[config.mk]
export PLATFORM = sky130hd
export DESIGN_NAME = asfe_top
export DESIGN_NICKNAME = d
export VERILOG_FILES = /design/src/rtl/asfe_pkg.sv /design/src/rtl/asfe_brg_if.sv /design/src/rtl/asfe_brg.sv /design/src/rtl/asfe_top.sv
export SDC_FILE = /design/constraint.sdc
export NUM_CORES = 1
export LEC_CHECK = 0
export BUFFER_PORTS_ARGS = -buffer_cell sky130_fd_sc_hd__buf_4
export CORE_MARGIN = 2
export CORE_UTILIZATION = 35
export CTS_BUF_LIST = sky130_fd_sc_hd__clkbuf_8
export DETAILED_ROUTE_END_ITERATION = 10
export SLEW_MARGIN = 5
export SYNTH_ARGS = -nofsm -noshare
export SYNTH_HDL_FRONTEND = slang
export SYNTH_HIERARCHICAL = 1
export SYNTH_SLANG_ARGS = --single-unit
[constraint.sdc]
create_clock -name sys_clk -period 7.5 [get_ports sys_clk]
set_input_delay 1.125 -clock sys_clk [delete_from_list [all_inputs] [get_ports sys_clk]]
set_output_delay 1.125 -clock sys_clk [all_outputs]
set_load 0.02 [all_outputs]
[src/rtl/asfe_pkg.sv]
// Purpose: Shared constants for the asynchronous serial frame engine
// Assumes: 8-bit mode word, 4-bit prescale select, 8-bit divisor
// Notes:   All used mode bit positions are defined here; bits 7 and 0 are unused
package asfe_pkg;
   // Mode word field positions
   localparam int MODE_RX_EN_BIT   = 6;   // Receive enable
   localparam int MODE_PAR_HI_BIT  = 5;   // Parity select, upper bit
   localparam int MODE_PAR_LO_BIT  = 4;   // Parity select, lower bit
   localparam int MODE_LEN8_BIT    = 3;   // 1: eight character bits
   localparam int MODE_STOP2_BIT   = 2;   // 1: two stop bits
   localparam int MODE_ERR_MSK_BIT = 1;   // 1: no done event on errored frame
   // Parity select encodings
   localparam logic [1:0] PAR_NONE = 2'h0;
   localparam logic [1:0] PAR_ZERO = 2'h1;
   localparam logic [1:0] PAR_ODD  = 2'h2;
   localparam logic [1:0] PAR_EVEN = 2'h3;
   // Error status encodings
   localparam logic [7:0] ERR_PARITY  = 8'h04;
   localparam logic [7:0] ERR_FRAMING = 8'h02;
   localparam logic [7:0] ERR_OVERRUN = 8'h01;
   // Reset values
   localparam logic [7:0] RX_BUF_RST  = 8'h00;
   localparam logic [7:0] ERR_STS_RST = 8'h00;
   // Baud generator limits
   localparam logic [7:0] DIV_MIN     = 8'h08;  // Smallest legal divisor
   localparam logic [3:0] PRE_MAX     = 4'h9;   // Largest legal prescale select
   // Transmitter states
   typedef enum logic [2:0] {
      TX_IDLE  = 3'b000,
      TX_START = 3'b001,
      TX_DATA  = 3'b010,
      TX_PAR   = 3'b011,
      TX_STOP1 = 3'b100,
      TX_STOP2 = 3'b101
   } asfe_tx_state_t;
   // Receiver states
   typedef enum logic [2:0] {
      RX_IDLE  = 3'b000,
      RX_HALF  = 3'b001,
      RX_DATA  = 3'b010,
      RX_PAR   = 3'b011,
      RX_STOP  = 3'b100
   } asfe_rx_state_t;
endpackage

[src/rtl/asfe_brg_if.sv]
// Purpose: Carries baud settings to the generator and its tick back
// Assumes: Single clock domain
// Notes:   Settings are levels, tick is a one-cycle pulse
`timescale 1ns/10ps
interface asfe_brg_if;
   logic [3:0] prescale_select;  // Power-of-two prescale exponent
   logic [7:0] divisor_value;    // Counter divisor, 8 to 255
   logic       sck_tick;         // One pulse per counter source clock
   logic       brg_ok;           // Settings are in the legal range
   modport gen (input prescale_select, input divisor_value, output sck_tick, output brg_ok);
   modport use_side (output prescale_select, output divisor_value, input sck_tick,
                     input brg_ok);
endinterface

[src/rtl/asfe_brg.sv]
// Purpose: Prescaler producing the 8-bit counter source clock tick
// Assumes: sys_clk is the main clock
// Notes:   Tick rate is sys_clk / 2^(m+1); illegal settings stop the tick
`timescale 1ns/10ps
module asfe_brg #(
   parameter int PRE_W = 10  // Prescaler width, must hold 2^(PRE_MAX+1)-1
) (
   input  wire logic  sys_clk,
   input  wire logic  rst,
   asfe_brg_if.gen    brg
);
   import asfe_pkg::*;

   if (PRE_W < 10) begin : g_chk
      $error("asfe_brg: PRE_W too small for prescale range");
   end

   logic [PRE_W-1:0] pre_cnt_reg;   // Free-running prescaler count
   logic [PRE_W-1:0] pre_cnt_next;
   logic [PRE_W-1:0] pre_term;      // Terminal count for selected exponent
   logic             tick_reg;      // Registered source clock tick
   logic             tick_next;

   assign brg.brg_ok = (brg.prescale_select <= PRE_MAX) && (brg.divisor_value >= DIV_MIN);
   assign brg.sck_tick = tick_reg;

   // Terminal count and next prescaler value
   always_comb begin
      pre_term  = PRE_W'((32'h1 << (32'(brg.prescale_select) + 32'h1)) - 32'h1);
      tick_next = 1'b0;
      pre_cnt_next = pre_cnt_reg + PRE_W'(1);
      if (!brg.brg_ok) begin
         // Held still so an illegal setting never produces bit timing
         pre_cnt_next = '0;
      end else if (pre_cnt_reg >= pre_term) begin
         pre_cnt_next = '0;
         tick_next    = 1'b1;
      end
   end

   // Register prescaler state
   always_ff @(posedge sys_clk or posedge rst) begin
      if (rst) begin
         pre_cnt_reg <= '0;
         tick_reg    <= 1'b0;
      end else begin
         pre_cnt_reg <= pre_cnt_next;
         tick_reg    <= tick_next;
      end
   end
endmodule

[src/rtl/asfe_top.sv]
// Purpose: One-channel asynchronous serial transmitter and receiver
// Assumes: Settings and strobes come from logic on sys_clk
// Notes:   Mode is 8 bits; serial_rx_pin is asynchronous and synchronised here
`timescale 1ns/10ps
module asfe_top (
   input  wire logic        sys_clk,          // Main clock, 40 MHz
   input  wire logic        rst,              // Asynchronous reset, active high
   input  wire logic [7:0]  uart_mode_reg,    // Mode word
   input  wire logic [3:0]  prescale_select,  // Baud prescale exponent m
   input  wire logic [7:0]  divisor_value,    // Baud divisor k
   input  wire logic        tx_wr,            // Write strobe into transmit shifter
   input  wire logic [7:0]  tx_data,          // Data for tx_wr
   input  wire logic        tx_flag_clr,      // Clears tx_irq_flag
   input  wire logic        rx_rd,            // Read strobe of the receive buffer
   input  wire logic        serial_rx_pin,    // Line input
   output logic             serial_tx_pin,    // Line output
   output logic [7:0]       rx_buffer_reg,    // Received character
   output logic [7:0]       rx_error_status,  // Error status of last frame
   output logic             tx_busy,          // Transmission in progress
   output logic             tx_done_irq,      // Pulse, transmission complete
   output logic             tx_irq_flag,      // Sticky transmit-done flag
   output logic             rx_done_irq,      // Pulse, reception complete
   output logic             rx_error_irq      // Pulse, reception had an error
);
   import asfe_pkg::*;

   asfe_brg_if brg ();  // Baud settings and tick

   assign brg.prescale_select = prescale_select;
   assign brg.divisor_value   = divisor_value;

   asfe_brg #(.PRE_W(10)) u_brg (
      .sys_clk (sys_clk),
      .rst     (rst),
      .brg     (brg)
   );

   // Decoded mode fields
   logic       rx_en;     // Receiver enabled
   logic       len8;      // Eight character bits
   logic       stop2;     // Two stop bits on transmit
   logic       err_msk;   // Suppress done on error
   logic [1:0] par_sel;   // Parity mode
   assign rx_en   = uart_mode_reg[MODE_RX_EN_BIT];
   assign len8    = uart_mode_reg[MODE_LEN8_BIT];
   assign stop2   = uart_mode_reg[MODE_STOP2_BIT];
   assign err_msk = uart_mode_reg[MODE_ERR_MSK_BIT];
   assign par_sel = uart_mode_reg[MODE_PAR_HI_BIT:MODE_PAR_LO_BIT];

   // Last bit index for the chosen character length
   function automatic logic [2:0] last_bit(input logic is8);
      return is8 ? 3'h7 : 3'h6;
   endfunction

   // Character with bit 7 forced low in seven-bit mode
   function automatic logic [7:0] char_mask(input logic [7:0] d, input logic is8);
      return is8 ? d : {1'b0, d[6:0]};
   endfunction

   // Seven-bit frames shift in one bit short; realign and zero bit 7
   function automatic logic [7:0] rx_data_fix(input logic [7:0] s, input logic is8);
      return is8 ? s : {1'b0, s[7:1]};
   endfunction

   // ---------------- Transmitter ----------------
   asfe_tx_state_t tx_state_reg, tx_state_next;
   logic [7:0] tx_shift_reg, tx_shift_next;   // Transmit shifter
   logic [7:0] tx_cnt_reg,   tx_cnt_next;     // Ticks within a bit
   logic [2:0] tx_bit_reg,   tx_bit_next;     // Character bit index
   logic       tx_par_reg,   tx_par_next;     // Parity bit to send
   logic       tx_pin_reg,   tx_pin_next;     // Line drive
   logic       tx_done_next;
   logic       tx_flag_next;
   logic       tx_bit_end;                    // Current bit time elapses

   assign tx_bit_end = brg.sck_tick && (tx_cnt_reg == divisor_value - 8'h01);

   // Next transmit state; a stopped tick simply freezes the frame and line
   always_comb begin
      tx_state_next = tx_state_reg;
      tx_shift_next = tx_shift_reg;
      tx_cnt_next   = tx_cnt_reg;
      tx_bit_next   = tx_bit_reg;
      tx_par_next   = tx_par_reg;
      tx_pin_next   = tx_pin_reg;
      tx_done_next  = 1'b0;
      if (tx_state_reg != TX_IDLE && brg.sck_tick) begin
         tx_cnt_next = tx_bit_end ? 8'h00 : tx_cnt_reg + 8'h01;
      end
      case (tx_state_reg)
         TX_IDLE: begin
            tx_pin_next = 1'b1;
            if (tx_wr) begin
               tx_shift_next = char_mask(tx_data, len8);
               tx_cnt_next   = 8'h00;
               tx_bit_next   = 3'h0;
               case (par_sel)
                  PAR_EVEN: tx_par_next = ^char_mask(tx_data, len8);
                  PAR_ODD:  tx_par_next = ~^char_mask(tx_data, len8);
                  default:  tx_par_next = 1'b0;
               endcase
               tx_pin_next   = 1'b0;
               tx_state_next = TX_START;
            end
         end
         TX_START: begin
            if (tx_bit_end) begin
               tx_pin_next   = tx_shift_reg[0];
               tx_shift_next = {1'b0, tx_shift_reg[7:1]};
               tx_state_next = TX_DATA;
            end
         end
         TX_DATA: begin
            if (tx_bit_end) begin
               if (tx_bit_reg == last_bit(len8)) begin
                  // no parity goes straight to stop
                  if (par_sel == PAR_NONE) begin
                     tx_pin_next   = 1'b1;
                     tx_state_next = TX_STOP1;
                  end else begin
                     tx_pin_next   = tx_par_reg;
                     tx_state_next = TX_PAR;
                  end
               end else begin
                  tx_pin_next   = tx_shift_reg[0];
                  tx_shift_next = {1'b0, tx_shift_reg[7:1]};
                  tx_bit_next   = tx_bit_reg + 3'h1;
               end
            end
         end
         TX_PAR: begin
            if (tx_bit_end) begin
               tx_pin_next   = 1'b1;
               tx_state_next = TX_STOP1;
            end
         end
         TX_STOP1: begin
            if (tx_bit_end) begin
               tx_state_next = stop2 ? TX_STOP2 : TX_IDLE;
               tx_done_next  = !stop2;
            end
         end
         TX_STOP2: begin
            if (tx_bit_end) begin
               tx_state_next = TX_IDLE;
               tx_done_next  = 1'b1;
            end
         end
         default: begin
            tx_state_next = TX_IDLE;
            tx_pin_next   = 1'b1;
         end
      endcase
      tx_flag_next = tx_done_next | (tx_irq_flag & ~tx_flag_clr);
   end

   // Register transmit state
   always_ff @(posedge sys_clk or posedge rst) begin
      if (rst) begin
         tx_state_reg <= TX_IDLE;
         tx_shift_reg <= 8'h00;
         tx_cnt_reg   <= 8'h00;
         tx_bit_reg   <= 3'h0;
         tx_par_reg   <= 1'b0;
         tx_pin_reg   <= 1'b1;
         tx_done_irq  <= 1'b0;
         tx_irq_flag  <= 1'b0;
      end else begin
         tx_state_reg <= tx_state_next;
         tx_shift_reg <= tx_shift_next;
         tx_cnt_reg   <= tx_cnt_next;
         tx_bit_reg   <= tx_bit_next;
         tx_par_reg   <= tx_par_next;
         tx_pin_reg   <= tx_pin_next;
         tx_done_irq  <= tx_done_next;
         tx_irq_flag  <= tx_flag_next;
      end
   end

   assign serial_tx_pin = tx_pin_reg;
   assign tx_busy       = (tx_state_reg != TX_IDLE);

   // ---------------- Receiver ----------------
   logic [2:0] rx_sync_reg;          // Three-stage line synchroniser
   logic       rx_line_reg;          // Filtered line level
   logic       rx_line_next;

   // Line changes only when stages two and three agree
   always_comb begin
      rx_line_next = (rx_sync_reg[1] == rx_sync_reg[2]) ? rx_sync_reg[2] : rx_line_reg;
   end

   // Register synchroniser; resets to idle-high so no false start
   always_ff @(posedge sys_clk or posedge rst) begin
      if (rst) begin
         rx_sync_reg <= 3'b111;
         rx_line_reg <= 1'b1;
      end else begin
         rx_sync_reg <= {rx_sync_reg[1:0], serial_rx_pin};
         rx_line_reg <= rx_line_next;
      end
   end

   asfe_rx_state_t rx_state_reg, rx_state_next;
   logic [7:0] rx_shift_reg, rx_shift_next;   // Receive shifter
   logic [7:0] rx_cnt_reg,   rx_cnt_next;     // Ticks within a bit
   logic [2:0] rx_bit_reg,   rx_bit_next;     // Character bit index
   logic       rx_par_reg,   rx_par_next;     // Received parity bit
   logic       rx_prev_reg;                   // Line one cycle ago
   logic [7:0] rx_buf_next;
   logic [7:0] rx_sts_next;
   logic       rx_full_reg,  rx_full_next;    // Buffer holds unread data
   logic       rx_pend_reg,  rx_pend_next;    // Done event waits one cycle
   logic       rx_err_next;
   logic       rx_bit_end;                    // Full bit time elapses
   logic       rx_half_end;                   // Half bit time elapses
   logic       rx_frame_end;                  // Stop bit sampled
   logic [7:0] rx_err_code;                   // Errors of this frame

   assign rx_bit_end  = brg.sck_tick && (rx_cnt_reg == divisor_value - 8'h01);
   assign rx_half_end = brg.sck_tick && (rx_cnt_reg == {1'b0, divisor_value[7:1]} - 8'h01);

   // Next receive state
   always_comb begin
      rx_state_next = rx_state_reg;
      rx_shift_next = rx_shift_reg;
      rx_cnt_next   = rx_cnt_reg;
      rx_bit_next   = rx_bit_reg;
      rx_par_next   = rx_par_reg;
      rx_frame_end  = 1'b0;
      rx_err_code   = 8'h00;
      if (rx_state_reg != RX_IDLE && brg.sck_tick) begin
         rx_cnt_next = rx_cnt_reg + 8'h01;
      end
      case (rx_state_reg)
         RX_IDLE: begin
            if (rx_en && rx_prev_reg && !rx_line_reg) begin
               rx_cnt_next   = 8'h00;
               rx_state_next = RX_HALF;
            end
         end
         RX_HALF: begin
            // still low at half bit accepts start
            if (rx_half_end) begin
               rx_cnt_next   = 8'h00;
               rx_bit_next   = 3'h0;
               rx_shift_next = 8'h00;
               rx_state_next = rx_line_reg ? RX_IDLE : RX_DATA;
            end
         end
         RX_DATA: begin
            if (rx_bit_end) begin
               rx_cnt_next   = 8'h00;
               rx_shift_next = {rx_line_reg, rx_shift_reg[7:1]};
               rx_bit_next   = rx_bit_reg + 3'h1;
               if (rx_bit_reg == last_bit(len8)) begin
                  rx_state_next = (par_sel == PAR_NONE) ? RX_STOP : RX_PAR;
               end
            end
         end
         RX_PAR: begin
            if (rx_bit_end) begin
               rx_cnt_next   = 8'h00;
               rx_par_next   = rx_line_reg;
               rx_state_next = RX_STOP;
            end
         end
         RX_STOP: begin
            // one stop sample ends the frame
            if (rx_bit_end) begin
               rx_state_next = RX_IDLE;
               rx_frame_end  = 1'b1;
               if (!rx_line_reg) begin
                  rx_err_code = rx_err_code | ERR_FRAMING;
               end
               if ((par_sel == PAR_EVEN && (^{rx_data_fix(rx_shift_reg, len8), rx_par_reg}))
                   || (par_sel == PAR_ODD && !(^{rx_data_fix(rx_shift_reg, len8),
                                                 rx_par_reg}))) begin
                  rx_err_code = rx_err_code | ERR_PARITY;
               end
               if (rx_full_reg && !rx_rd) begin
                  rx_err_code = rx_err_code | ERR_OVERRUN;
               end
            end
         end
         default: begin
            rx_state_next = RX_IDLE;
         end
      endcase
      // enable low aborts at once, no events
      if (!rx_en) begin
         rx_state_next = RX_IDLE;
         rx_frame_end  = 1'b0;
      end
   end

   // Buffer, status and event sequencing
   always_comb begin
      rx_buf_next  = rx_buffer_reg;
      rx_sts_next  = rx_error_status;
      rx_full_next = rx_full_reg;
      rx_err_next  = 1'b0;
      rx_pend_next = 1'b0;
      if (rx_rd) begin
         rx_sts_next  = 8'h00;
         rx_full_next = 1'b0;
      end
      if (rx_frame_end) begin
         rx_buf_next  = rx_data_fix(rx_shift_next, len8);
         rx_sts_next  = rx_err_code;
         rx_full_next = 1'b1;
         rx_err_next  = (rx_err_code != 8'h00);
         rx_pend_next = (rx_err_code == 8'h00) || !err_msk;
      end
   end

   // Register receive state; stopped tick keeps partial data
   always_ff @(posedge sys_clk or posedge rst) begin
      if (rst) begin
         rx_state_reg    <= RX_IDLE;
         rx_shift_reg    <= 8'h00;
         rx_cnt_reg      <= 8'h00;
         rx_bit_reg      <= 3'h0;
         rx_par_reg      <= 1'b0;
         rx_prev_reg     <= 1'b1;
         rx_buffer_reg   <= RX_BUF_RST;
         rx_error_status <= ERR_STS_RST;
         rx_full_reg     <= 1'b0;
         rx_pend_reg     <= 1'b0;
         rx_error_irq    <= 1'b0;
         rx_done_irq     <= 1'b0;
      end else begin
         rx_state_reg    <= rx_state_next;
         rx_shift_reg    <= rx_shift_next;
         rx_cnt_reg      <= rx_cnt_next;
         rx_bit_reg      <= rx_bit_next;
         rx_par_reg      <= rx_par_next;
         rx_prev_reg     <= rx_line_reg;
         rx_buffer_reg   <= rx_buf_next;
         rx_error_status <= rx_sts_next;
         rx_full_reg     <= rx_full_next;
         rx_pend_reg     <= rx_pend_next;
         rx_error_irq    <= rx_err_next;
         rx_done_irq     <= rx_pend_reg;
      end
   end
endmodule

### Word-level counts from Yosys, hierarchy flattened

Index checks and enable logic that the tools add are counted.

* flip-flop bits (word level): 85
* word-level logic and storage cells: 192
* bits in read-only memories: 0
* output and inout port bits: 22
* memories kept: 0
* bits in latches: 0
* input bits: 34
* bits in writable memories: 0

* multiply operators: 0
* mux-type cells: 76
* eq/ne operators: 33
* reductions and logical operators: 42
* add/subtract/negate cells: 9
* shift operators: 1
* div/mod/pow operators: 0
* magnitude comparators: 3
* bitwise operators: 4

Operator list (number)
* $mux W8: 19
* $mux W3: 24
* $pmux W8 S3: 2
* $shl A1 B32 Y10 const A: 1
* $eq A8 B8 Y1: 3
* $mux W10: 2
* $ne A2 B2 Y1 const B: 10
* $mux W1: 19
* $ne A3 B3 Y1 const B: 6
* $pmux W3 S6: 1
* $add A8 B1 Y8 const B: 2
* $pmux W8 S2: 1
* $pmux W3 S5: 1
* $eq A3 B2 Y1 const B: 4
* $pmux W3 S2: 2
* $logic_and A1 B1 Y1: 11
* $add A10 B1 Y10 const B: 1
* $ge A10 B10 Y1: 1
* $sub A10 B1 Y10 const B: 1
* $eq A3 B3 Y1 const B: 3
* $reduce_bool A3 Y1: 3
* $reduce_xor A9 Y1: 1
* $ge A8 B4 Y1 const B: 1
* $logic_not A8 Y1: 1
* 30 further kinds: 48

### Logic depth before layout (Yosys ltp)

* depth in word-level cells: 12
* mapped depth: 18
* depth with buffers taken out: 15

### Modules after synthesis

The synthesis kept the hierarchy.

Modules (own cells, without submodules)
* asfe_top: cells each 488, times used 1, area an instance 4419.2 sq um
* asfe_brg: cells each 136, times used 1, area an instance 1216.2 sq um

### Least setup slack after synthesis

Ideal clock, no wire load.

* kind: input port to flip-flop
* start: in prescale_select[0]
* end: reg u_brg.pre_cnt_reg[5]
* path slack: 3261 ps
* arrival: 4145 ps
* data required time: 7406 ps
* stages: 18
* path through: buf_2 nand2_1 inv_1 ha_1 buf_6 nand2b_1 nor2_1 nand2_1 ha_1 or3_1 o21ai_0 a22oi_1 ha_1 o21ai_0 nor2_1 or3_4 buf_6 nor4b_4

* cells in the longest elaborated chain, start to end: 6
* elaborated cells between the ends (all ways): 8
* classes of those cells: add/sub: 2; order compare: 2; shift: 1; mux: 2; reduce/logical: 1

RTL lines
* from (decl): line asfe_top.sv:9 `input wire logic [3:0] prescale_select,`
* $add A4 B1 Y5: line asfe_brg.sv:29 `pre_term = PRE_W'((32'h1 << (32'(brg.prescale_select) + 32'h1)) - 32'h1);`
* $shl A1 B32 Y10: line asfe_brg.sv:29
* $sub A10 B1 Y10: line asfe_brg.sv:29
* $ge A10 B10 Y1: line asfe_brg.sv:35 `end else if (pre_cnt_reg >= pre_term) begin`
* $mux W10: line asfe_brg.sv:35
* $mux W10 *: line asfe_brg.sv:32 `if (!brg.brg_ok) begin`
* via u_brg.pre_cnt_next[5]: line asfe_brg.sv:19 `logic [PRE_W-1:0] pre_cnt_next;`
* to (signal assigned): line asfe_brg.sv:47 `pre_cnt_reg <= pre_cnt_next;`
* to (decl): line asfe_brg.sv:18 `logic [PRE_W-1:0] pre_cnt_reg;`

Mark *: on every way through the listed nets, which the timed path passes. The rest lies on a longest branch.
A chain may end at the register's enable or synchronous reset.

### Worst setup path after layout

* start: in prescale_select[1]
* end: reg u_brg.pre_cnt_reg[3]

Same word-level chain as after synthesis.

==> flow_metrics.env <==
export IMPL_hp_class="flip-flop to flip-flop"
export IMPL_mostFrequentLayoutCells="nand2_1, dfrtp_1, nor2_1"
export IMPL_final_common_cell="nand2_1"
export IMPL_cts_buffers=9
export IMPL_yosysSeqAreaShare_pct=35.7
export IMPL_synth_seq_cells=80
export IMPL_fillers=1571
export IMPL_netlist_top_cells_area="dfrtp_1, xnor2_1, nand2_1, ha_1, xor2_1"
export IMPL_fin_crit_ps=4650
export IMPL_cts_sinks=80
export IMPL_fmax_mhz=215
export IMPL_dp_hpwl_mm=9.26
export IMPL_die_h_microns=131
export IMPL_slew_headroom_pct=20.6
export IMPL_setup_tns_ps=0
export IMPL_clk_insertion_delay_late_ps=370
export IMPL_syn_instance_count=624
export IMPL_power_w=0.00107
export IMPL_area_growth_pct=11.7
export IMPL_ir_drop_uv=96.5
export IMPL_synth_edf_count=0
export IMPL_ant_nets=0
export IMPL_grt_pass1_vias=4603
export IMPL_fin_nets=704
export IMPL_cts_tree="built"
export IMPL_yosys_warnings=6
export IMPL_dieArea_sq_um=17100
export IMPL_power_leakage_nw=2.71
export IMPL_power_density_nw_per_um2=169
export IMPL_synthDistinctLibCells=81
export IMPL_wl_per_cell_microns=14.7
export IMPL_cts_clk_slew_worst_paths_ps=80
export IMPL_globalplace_congestion=0.812
export IMPL_synth_ff_type="dfrtp_1"
export IMPL_cts_root_buf="clkbuf_8"
export IMPL_required_ps=7690
export IMPL_diodes=0
export IMPL_cts_hold_buf=0
export IMPL_drive_above_1_share_pct=15.7
export IMPL_die_w_microns=131
export IMPL_drv_cap=0
export IMPL_finalSetupViolCount=0
export IMPL_clock_skew_final_ps=11.9
export IMPL_port_buffers=48
export IMPL_ioPinCount=56
export IMPL_crit_arrival_ps=4840
export IMPL_status="complete, no violations"
export IMPL_grt_start_max_net_pins=70
export IMPL_yosysTopAreaCell="dfrtp_1"
export IMPL_slew_viol_final=0
export IMPL_critPathCaptureType="flip-flop"
export IMPL_largest_reg_flops=10
export IMPL_worstMarginPinSlew_ps=1180
export IMPL_post_route_util_pct=39.8
export IMPL_drcViolationCount=0
export IMPL_vias_per_cell=5.25
export IMPL_cts_setup_buffers=0
export IMPL_criticalPathCategory="input port to flip-flop"
export IMPL_worstSetupStartpointType="input port"
export IMPL_vias=4575
export IMPL_async_flop_share_pct=100
export IMPL_firstDrtPassIters=5
export IMPL_grt_first_pass_wirelength_mm=21.9
export IMPL_floorplan_rows=46
export IMPL_routed_wl_mm=12.8
export IMPL_cp_max_fo=12
export IMPL_clock_path_buffers=2
export IMPL_htreeDepth=3
export IMPL_post_synth_top_area_fraction_pct=32.9
export IMPL_core_area_sq_um=15800
export IMPL_post_route_period_util_pct=62.0
export IMPL_initial_core_util_pct=35.6
export IMPL_synth_avg_cell_area_sq_um=9.03
export IMPL_rsz0062_at_grt="no"
export IMPL_grt_use_total_pct=15.9
export IMPL_synth_area_sq_um=5640
export IMPL_grt_ovfl_total=0
export IMPL_antenna_found_initial=0
export IMPL_cts_repair_resized=0
export IMPL_hold_violations=0
export IMPL_drt_iter0_markers=312
-- metrics by stage --
step,hold WS (ps),cell area [sq um],setup WS (ps),cells
after floorplan,331,5650,3260,628
after global placement,335,6080,2610,855
after detailed placement,353,6080,2520,855
after CTS,367,6290,2900,871
after global routing,374,6290,2630,871
final,364,6290,2850,871
-- worst max-delay path, cell delays in order --
cell,delay [ps]
buf_4,160
nand2_1,170
inv_1,90
ha_1,420
nand2b_1,130
nor2_1,220
nand2_1,100
ha_1,290
or3_1,370
o21ai_0,100
a22oi_1,100
ha_1,300
nand4_1,130
nor3_2,980
nor3_1,160
-- cell usage after synthesis (all sizes together) (9+ instances only) --
cell and number:
inv 19, nand2b 12, buf 27, xor2 25, dfrtp 74, nor2b 9, a221oi 9, mux2 17
a211oi 9, nor2 52, nor3 21, xnor2 46, ha 20, clkbuf 11, nand2 81, nand3 30
a21oi 20, o21ai 29
-- metal layers --
layer  vias to the layer above  routed length, microns  track usage (%)
met5                         -                       0                0
met4                         0                     288             6.95
met3                        24                     416             2.36
met2                        98                    6230             26.3
met1                      2220                    5880             20.8
li1                       2233                       -                -
-- cell families (layout without fill, tap and decap cells) --
group / Yosys count / after routing / share of synthesized area (%)
and+or+nand+nor: 258 / 258 / 25.0
AOI/OAI and AO/OA: 111 / 111 / 13.9
DFF: 80 / 80 / 35.7
xor gates and xnor gates: 71 / 71 / 11.0
buffers and inverters: 59 / 86 / 5.24
muxes: 23 / 23 / 4.46
adders and majority gates: 21 / 21 / 4.62
other: 1 / 5 / 0.0665
-- area by class of cell --
| class | instances | area, sq um | area share, % |
|---|---|---|---|
| clock inverters | 7 | 93.8 | 1.49 |
| repair buffers | 49 | 368 | 5.84 |
| clock buffers | 9 | 124 | 1.97 |
| multi-input cells | 489 | 3350 | 53.2 |
| inverters | 21 | 78.8 | 1.25 |
| well taps | 216 | 270 | 4.29 |
| flip-flops and latches | 80 | 2010 | 31.9 |
-- report_power, final --
group / switching (W) / internal (W) / total (W)
Sequential: 0.0000296 / 0.000466 / 0.000496
Combinational: 0.000112 / 0.000101 / 0.000213
Clock: 0.000170 / 0.000188 / 0.000358
-- final timing paths --
| path | endpoint | startpoint | slack [ps] | cells past startpoint |
|---|---|---|---|---|
| worst max-delay path | u_brg/pre_cnt_reg[3] | prescale_select[1] | 2850 | 15 |
| worst min-delay path | rx_sync_reg[1] | rx_sync_reg[0] | 360 | 0 |
| worst max register to register | rx_cnt_reg[4] | rx_cnt_reg[7] | 4630 | 7 |
| worst min register to register | rx_sync_reg[1] | rx_sync_reg[0] | 360 | 0 |
| max in group asynchronous | rx_state_reg[0] | rst | 5890 | 3 |
| min in group asynchronous | u_brg/pre_cnt_reg[8] | rst | 770 | 2 |
Power figures use the tool's default switching activity.
